`config.mk`:
```
export PLATFORM = sky130hd
export DESIGN_NAME = gqq_input_qualifier
export DESIGN_NICKNAME = d
export VERILOG_FILES = /design/src/rtl/gqq_spacing_div.v /design/src/rtl/gqq_pin_qual.v /design/src/rtl/gqq_input_qualifier.v
export VERILOG_INCLUDE_DIRS = /design/src /design/src/rtl
export SDC_FILE = /design/constraint.sdc
export NUM_CORES = 2
export LEC_CHECK = 0
export BUFFER_PORTS_ARGS = -buffer_cell sky130_fd_sc_hd__buf_2
export CAP_MARGIN = 30
export CORE_MARGIN = 2
export CORE_UTILIZATION = 41
export DETAILED_ROUTE_END_ITERATION = 8
export SYNTH_ARGS = -nofsm -noshare
export SYNTH_HDL_FRONTEND = slang
export SYNTH_SLANG_ARGS = --single-unit
export TNS_END_PERCENT = 1
```
`constraint.sdc`:
```
create_clock -name sys_clk -period 2.4 [get_ports sys_clk]
set_input_delay 0.36 -clock sys_clk [delete_from_list [all_inputs] [get_ports sys_clk]]
set_output_delay 0.36 -clock sys_clk [all_outputs]
set_load 0.02 [all_outputs]
```
`src/rtl/gqq_defines.vh`:
```
// Register offsets, field positions, reset values and codes of the input qualifier
`ifndef GQQ_DEFINES_VH
`define GQQ_DEFINES_VH

// Register byte offsets, one aligned 32-bit word each
`define GQQ_ADDR_W 8
`define GQQ_OFS_A_SPACING 8'h00
`define GQQ_OFS_B_SPACING 8'h04
`define GQQ_OFS_A_SEL_LOW 8'h08
`define GQQ_OFS_A_SEL_HIGH 8'h0C
`define GQQ_OFS_B_SEL_LOW 8'h10
`define GQQ_OFS_B_SEL_HIGH 8'h14
`define GQQ_OFS_A_LEVEL 8'h18
`define GQQ_OFS_B_LEVEL 8'h1C

// Reset values
`define GQQ_RST_SPACING 32'h0000_0000
`define GQQ_RST_SELECT 32'h0000_0000

// Field layout
`define GQQ_SPACING_W 8
`define GQQ_SEL_W 2
`define GQQ_PINS 64
`define GQQ_PINS_PER_PORT 32
`define GQQ_PINS_PER_GROUP 8
`define GQQ_GROUPS 8
`define GQQ_CNT_W 9

// Treatment selector codes
`define GQQ_MODE_SYNC 2'b00
`define GQQ_MODE_QUAL3 2'b01
`define GQQ_MODE_QUAL6 2'b10
`define GQQ_MODE_ASYNC 2'b11

// Sample windows
`define GQQ_WIN_SHORT 3
`define GQQ_WIN_LONG 6

`endif

```
`src/rtl/gqq_spacing_div.v`:
```
// Sample-spacing divider: one-cycle sample enable at the spacing of one pin group
`include "gqq_defines.vh"
`default_nettype none

module gqq_spacing_div (
    input wire sys_clk,
    input wire resetn,
    input wire [`GQQ_SPACING_W-1:0] spacing,
    output reg sample_en_q
);

    reg [`GQQ_CNT_W-1:0] cnt_q;
    reg [`GQQ_CNT_W-1:0] cnt_d;
    reg [`GQQ_CNT_W-1:0] limit;
    reg hit;

    // Zero gives every clock, N gives 2N clocks between samples
    always @* begin
        if (spacing == {`GQQ_SPACING_W{1'b0}}) begin
            limit = {`GQQ_CNT_W{1'b0}};
        end else begin
            limit = {spacing, 1'b0} - 9'h001;
        end
        // A shrinking field must not leave the counter stranded above the limit
        hit = (cnt_q >= limit);
        cnt_d = hit ? {`GQQ_CNT_W{1'b0}} : cnt_q + 9'h001;
    end

    // Counter and enable pulse
    always @(posedge sys_clk) begin
        if (!resetn) begin
            cnt_q <= {`GQQ_CNT_W{1'b0}};
            sample_en_q <= 1'b0;
        end else begin
            cnt_q <= cnt_d;
            sample_en_q <= hit;
        end
    end

endmodule // gqq_spacing_div

`default_nettype wire

```
`src/rtl/gqq_pin_qual.v`:
```
// Per-pin synchroniser and 3/6-sample qualifier
`include "gqq_defines.vh"
`default_nettype none

module gqq_pin_qual (
    input wire sys_clk,
    input wire resetn,
    input wire pin_raw,
    input wire sample_en,
    input wire [`GQQ_SEL_W-1:0] mode,
    output reg level_q
);

    reg sync1_q;
    reg sync2_q;
    reg [`GQQ_WIN_LONG-1:0] hist_q;
    reg level_d;

    // Two-stage synchroniser; the first stage feeds only the second
    always @(posedge sys_clk) begin
        if (!resetn) begin
            sync1_q <= 1'b0;
            sync2_q <= 1'b0;
        end else begin
            sync1_q <= pin_raw;
            sync2_q <= sync1_q;
        end
    end

    // Sample history, newest in bit 0, taken only on the group's spacing pulse
    always @(posedge sys_clk) begin
        if (!resetn) begin
            hist_q <= {`GQQ_WIN_LONG{1'b0}};
        end else if (sample_en) begin
            hist_q <= {hist_q[`GQQ_WIN_LONG-2:0], sync2_q};
        end
    end

    // Level in codes 01 and 10 changes only on a unanimous window, else holds; codes 00 and 11 follow sync2_q
    always @* begin
        level_d = level_q;
        case (mode)
            `GQQ_MODE_QUAL3: begin
                if (&hist_q[`GQQ_WIN_SHORT-1:0]) begin
                    level_d = 1'b1;
                end else if (~|hist_q[`GQQ_WIN_SHORT-1:0]) begin
                    level_d = 1'b0;
                end
            end
            `GQQ_MODE_QUAL6: begin
                if (&hist_q) begin
                    level_d = 1'b1;
                end else if (~|hist_q) begin
                    level_d = 1'b0;
                end
            end
            default: begin
                // Sync only; async code on a GPIO input lands here as well
                level_d = sync2_q;
            end
        endcase
    end

    always @(posedge sys_clk) begin
        if (!resetn) begin
            level_q <= 1'b0;
        end else begin
            level_q <= level_d;
        end
    end

endmodule // gqq_pin_qual

`default_nettype wire

```
`src/rtl/gqq_input_qualifier.v`:
```
// Input qualifier top: registers, spacing dividers and 64 pin qualifiers
//
// Function
// - Port B spacing register has four byte fields for pins 32-39, 40-47, 48-55, 56-63.
// - Spacing zero gives one clock; nonzero N gives 2N clocks, 0xFF gives 510.
// - Spacing one gives two clocks, spacing two gives four clocks.
// - Each pin has a 2-bit selector, packed upward from bit 0.
// - Lower port A selector register covers pins 0 to 15.
// - Code 00 synchronises only, for GPIO and peripheral use.
// - Code 01 qualifies over three samples, for GPIO and peripheral use.
// - Code 10 qualifies over six samples, for GPIO and peripheral use.
// - Port A pins take sample spacing from their port A group field.
// - Code 11 passes the raw pin to the peripheral, unsynchronised.
// - Code 11 on a GPIO input behaves as code 00.
// - Spacing and selector writes land only while protected writes are permitted.
// - Upper port A selector register covers pins 16 to 31.
// - Port A spacing register has four byte fields, lowest for pins 0-7.
`include "gqq_defines.vh"
`default_nettype none

module gqq_input_qualifier (
    input wire sys_clk,
    input wire resetn,
    input wire [`GQQ_ADDR_W-1:0] reg_addr,
    input wire [31:0] reg_wdata,
    input wire reg_wr,
    input wire reg_rd,
    output reg [31:0] reg_rdata_q,
    input wire protected_write_permit,
    input wire [`GQQ_PINS-1:0] pin_in,
    input wire [`GQQ_PINS-1:0] periph_assign,
    output reg [`GQQ_PINS-1:0] gpio_level_q,
    output wire [`GQQ_PINS-1:0] periph_level
);

    // Configuration registers
    reg [31:0] port_a_sample_spacing_q;
    reg [31:0] port_b_sample_spacing_q;
    reg [31:0] port_a_qual_select_low_q;
    reg [31:0] port_a_qual_select_high_q;
    reg [31:0] port_b_qual_select_low_q;
    reg [31:0] port_b_qual_select_high_q;

    // Read path
    reg [31:0] rdata_d;

    // Flattened views over all 64 pins
    wire [2*`GQQ_PINS-1:0] sel_all;
    wire [`GQQ_SPACING_W*`GQQ_GROUPS-1:0] spacing_all;
    wire [`GQQ_GROUPS-1:0] group_en;
    wire [`GQQ_PINS-1:0] qual_level;

    // Write qualifiers; a write without permission is dropped silently
    wire wr_ok;
    assign wr_ok = reg_wr && protected_write_permit;

    // Register writes, cleared on reset
    always @(posedge sys_clk) begin
        if (!resetn) begin
            port_a_sample_spacing_q <= `GQQ_RST_SPACING;
            port_b_sample_spacing_q <= `GQQ_RST_SPACING;
            port_a_qual_select_low_q <= `GQQ_RST_SELECT;
            port_a_qual_select_high_q <= `GQQ_RST_SELECT;
            port_b_qual_select_low_q <= `GQQ_RST_SELECT;
            port_b_qual_select_high_q <= `GQQ_RST_SELECT;
        end else if (wr_ok) begin
            if (reg_addr == `GQQ_OFS_A_SPACING) begin
                port_a_sample_spacing_q <= reg_wdata;
            end else if (reg_addr == `GQQ_OFS_B_SPACING) begin
                port_b_sample_spacing_q <= reg_wdata;
            end else if (reg_addr == `GQQ_OFS_A_SEL_LOW) begin
                port_a_qual_select_low_q <= reg_wdata;
            end else if (reg_addr == `GQQ_OFS_A_SEL_HIGH) begin
                port_a_qual_select_high_q <= reg_wdata;
            end else if (reg_addr == `GQQ_OFS_B_SEL_LOW) begin
                port_b_qual_select_low_q <= reg_wdata;
            end else if (reg_addr == `GQQ_OFS_B_SEL_HIGH) begin
                port_b_qual_select_high_q <= reg_wdata;
            end
        end
    end

    // Read decode; level words report the qualified GPIO view
    always @* begin
        if (reg_addr == `GQQ_OFS_A_SPACING) begin
            rdata_d = port_a_sample_spacing_q;
        end else if (reg_addr == `GQQ_OFS_B_SPACING) begin
            rdata_d = port_b_sample_spacing_q;
        end else if (reg_addr == `GQQ_OFS_A_SEL_LOW) begin
            rdata_d = port_a_qual_select_low_q;
        end else if (reg_addr == `GQQ_OFS_A_SEL_HIGH) begin
            rdata_d = port_a_qual_select_high_q;
        end else if (reg_addr == `GQQ_OFS_B_SEL_LOW) begin
            rdata_d = port_b_qual_select_low_q;
        end else if (reg_addr == `GQQ_OFS_B_SEL_HIGH) begin
            rdata_d = port_b_qual_select_high_q;
        end else if (reg_addr == `GQQ_OFS_A_LEVEL) begin
            rdata_d = gpio_level_q[`GQQ_PINS_PER_PORT-1:0];
        end else if (reg_addr == `GQQ_OFS_B_LEVEL) begin
            rdata_d = gpio_level_q[`GQQ_PINS-1:`GQQ_PINS_PER_PORT];
        end else begin
            rdata_d = 32'h0000_0000; // Unmapped reads as zero
        end
    end

    // Read data stands only in the cycle after the strobe, zero otherwise
    always @(posedge sys_clk) begin
        if (!resetn) begin
            reg_rdata_q <= 32'h0000_0000;
        end else if (reg_rd) begin
            reg_rdata_q <= rdata_d;
        end else begin
            reg_rdata_q <= 32'h0000_0000;
        end
    end

    // Selectors packed two bits per pin from bit 0 upward, pin 0 lowest
    assign sel_all = {port_b_qual_select_high_q, port_b_qual_select_low_q,
                      port_a_qual_select_high_q, port_a_qual_select_low_q};

    // Group fields, group 0 = pins 0-7 up to group 7 = pins 56-63
    assign spacing_all = {port_b_sample_spacing_q, port_a_sample_spacing_q};

    // One divider per group of eight pins
    genvar g;
    generate
        for (g = 0; g < `GQQ_GROUPS; g = g + 1) begin : grp
            gqq_spacing_div u_div (
                .sys_clk(sys_clk),
                .resetn(resetn),
                .spacing(spacing_all[g*`GQQ_SPACING_W +: `GQQ_SPACING_W]),
                .sample_en_q(group_en[g])
            );
        end
    endgenerate

    // One qualifier per pin, clocked by its group's sample enable
    genvar p;
    generate
        for (p = 0; p < `GQQ_PINS; p = p + 1) begin : pin
            wire [`GQQ_SEL_W-1:0] mode;
            assign mode = sel_all[p*`GQQ_SEL_W +: `GQQ_SEL_W];

            gqq_pin_qual u_qual (
                .sys_clk(sys_clk),
                .resetn(resetn),
                .pin_raw(pin_in[p]),
                .sample_en(group_en[p/`GQQ_PINS_PER_GROUP]),
                .mode(mode),
                .level_q(qual_level[p])
            );

            // Async code reaches a peripheral unsynchronised; this path is
            // deliberately combinational, so glitches on the pin pass through
            assign periph_level[p] = (periph_assign[p] && (mode == `GQQ_MODE_ASYNC)) ?
                                     pin_in[p] : gpio_level_q[p];
        end
    endgenerate

    // GPIO view is always the synchronised or qualified level
    always @(posedge sys_clk) begin
        if (!resetn) begin
            gpio_level_q <= {`GQQ_PINS{1'b0}};
        end else begin
            gpio_level_q <= qual_level;
        end
    end

endmodule // gqq_input_qualifier

`default_nettype wire

```
==> results.toml <==
[outcome]
status = "finished with violations"
violations = "negative setup slack"

[timing]
rsz0062_at_grt = "yes"
setup_slack_ps = -53.5
period_share_pct = 102
worstMarginPinSlew_ps = 624
relSlewSlack_pct = 57.2
slew_violations = 0
tns_ps = -189
clock_skew_ps = 30.8
period_needed_ps = 2450
hold_viol = 0
fmax_mhz = 408
setup_viol = 10
hold_slack_ps = 47.8

[floorplan]
die_width_um = 337
die_h_um = 337
io_pins = 333
rows = 122
core-area_um2 = 111000
die_area_um2 = 114000
start_util_pct = 41.2

[setup_path]
slowest_delay_ps = 560
cp-start-kind = "flop"
reg2reg_depth = 10
crit_type = "reg2reg"
cp_max_fo = 5
cp_slowest_cell = "or4_4"
worstPathCellList = "or4_4, nor2_4, nand3b_1, buf_6, nand2b_4, ha_4, o211ai_1, or3_4, a21oi_4, and2_1"
cp-end-kind = "flop"
required_ps = 3040
worstPathArrival_ps = 3100

[cells_and_area]
post_route_cells_drive_above_1_share_pct = 17.5
fin_util_pct = 49.8
antenna_cells = 0
layout_commonest_cell = "dfxtp_1"
fin_area_um2 = 55000
areaGrowthSynthToFinish_pct = 20.7
nNetsFinal = 5954
mostFrequentLayoutCells = "dfxtp_1 (891), nand2_1 (697), mux2i_1 (416), nor2b_1 (385), buf_2 (329)"
fillCellCount = 10500

[clock_tree]
cts_tree = "done"
clock_sinks = 944
cts_buffer_depth = 3
clk_pin_slew_ps = 60
h-tree-depth = 3
clock_latency_ps = 700
cts_buffers = 104
cts_root_buf = "clkbuf_16"

[logic_synthesis]
syn_nets = 5507
synth-async-reset-ratio_pct = 0
yosysSeqAreaShare_pct = 41.5
syn_avg_cell_area_um2 = 9.03
synth_cell_types = 49
netlist_top_cells_area = "dfxtp_1 (41%), mux2i_1 (9.1%), ha_1 (7.9%)"
syn_area_um2 = 45600
synthCells = 5046
yosysWarningCount = 0
synth_seq_cells = 944
synth-main-ff-cell = "dfxtp_1"
synth_edf_count = 0
synth_top_cell_by_area = "dfxtp_1"
synth_top_area_share_pct = 41.5

[routing]
drc = 0
wl_per_cell_um = 19.1
drtAntennaViolNets = 0
viasPerCell = 5.21
vias = 36800
wirelength_um = 135000
drt_first_pass_iters = 6
drt_iter0_drc = 2550

[worst_hold_path]
worst_hold_path_type = "in2reg"
hold_path_depth = 3

[global_routing]
grt_overflow = 0
grt_antenna_before_repair = 14
grt_pass1_wl_um = 202000
grt_usage_pct = 23.0
grt_pass1_vias = 33800
grt_max_degree = 102

[job]
cap_violations = 0

[placed_design]
io_buffers = 332
hpwl_um = 98700
gp_congestion = 0.883
preCtsSetupSlack_ps = -148
placed_cell_area_um2 = 50000

[pwr]
ir_worst_vdd_mv = 0.487
p_leak_nw = 22.1
power_density_nw_per_um2 = 631
==> power by group <==
| group | internal, W | total [W] | switching, W |
|---|---|---|---|
| logic | 0.000895 | 0.00193 | 0.00103 |
| clock network | 0.00994 | 0.0167 | 0.00677 |
| registers | 0.0159 | 0.0161 | 0.000195 |
| total | 0.0267 | 0.0347 | 0.00800 |
==> cell usage after synthesis, types with 117 or more instances <==
library cell	n
dfxtp_1	944
nand2_1	699
mux2i_1	416
nor2b_1	386
ha_1	288
a21oi_1	243
inv_1	213
and2_1	200
clkbuf_1	198
nand3_1	170
nor2_1	165
mux2_2	128
a21boi_0	117
==> sequential cells by signal, summed over array words and instances (netlist names) <==
register / flops
port_a_sample_spacing_q: 32
grp.u_div.cnt_q: 72
grp.u_div.sample_en_q: 8
port_b_sample_spacing_q: 32
port_a_qual_select_low_q: 32
port_b_qual_select_low_q: 32
pin.u_qual.sync1_q: 64
pin.u_qual.hist_q: 384
pin.u_qual.sync2_q: 64
reg_rdata_q: 32
pin.u_qual.level_q: 64
port_a_qual_select_high_q: 32
port_b_qual_select_high_q: 32
gpio_level_q: 64
==> metrics by stage <==
stage	power [W]	instances
2_1_floorplan	0.0175	5046
3_3_place_gp	0.0182	6796
3_5_place_dp	0.0182	6796
4_1_cts	0.0350	7057
5_1_grt	0.0358	7065
6_report	0.0347	7065
==> what timing repair did <==
item / in CTS / in global routing
endpoints found under the setup margin: 45 / 89
gates cloned: 1 / 6
hold buffers: 70 / 0
buffers inserted: 0 / 2
endpoints found under the hold margin: 79 / 0
gates resized for setup: 42 / 134
pin swaps: 9 / 63
==> final cells by class <==
class,instances,area [um2],share of cell area [%]
Inverter,213,800,1.45
Clock inverter,43,562,1.02
Multi-Input combinational cell,3638,25500,46.4
Timing Repair Buffer,592,4290,7.79
Tap cell,1488,1860,3.38
Clock buffer,147,3020,5.48
Sequential cell,944,19000,34.5
==> path summary, 6_finish.rpt <==
kind / from / slack (ps) / to
min: reg_wdata[4] / 50 / port_a_qual_select_high_q[4]
max reg2reg: port_b_sample_spacing_q[13] / -50 / grp[5].u_div.sample_en_q
max: port_b_sample_spacing_q[13] / -50 / grp[5].u_div.sample_en_q
min reg2reg: pin[37].u_qual.sync1_q / 420 / pin[37].u_qual.sync2_q
==> worst max-delay path: cells and delay by family (launching register included) <==
family | cells | cell delay (ps)
flops | 1 | 320
buf+inv | 1 | 180
simple gates | 6 | 1470
fa+ha+maj | 1 | 120
compound gates | 2 | 310
==> cell families (layout without fill, tap and decap cells) <==
group / Yosys count / after routing / synth area share [%]
XOR/XNOR: 103 / 103 / 1.98
buffers and inverters: 465 / 995 / 3.99
AO/OA/AOI/OAI: 741 / 742 / 10.8
AND/OR/NAND/NOR: 1961 / 1961 / 21.6
flip-flops: 944 / 944 / 41.5
multiplexers: 544 / 544 / 12.3
adder cells (fa/ha/maj): 288 / 288 / 7.91
==> metal layers <==
metal	GRT usage [%]	up-vias	routed length, um
met2	36.2	950	59400
li1	-	18100	-
met5	0	-	105
met3	4.40	199	8330
met4	6.88	16	3800
met1	31.9	17500	63400
Power figures use the tool's default switching activity.
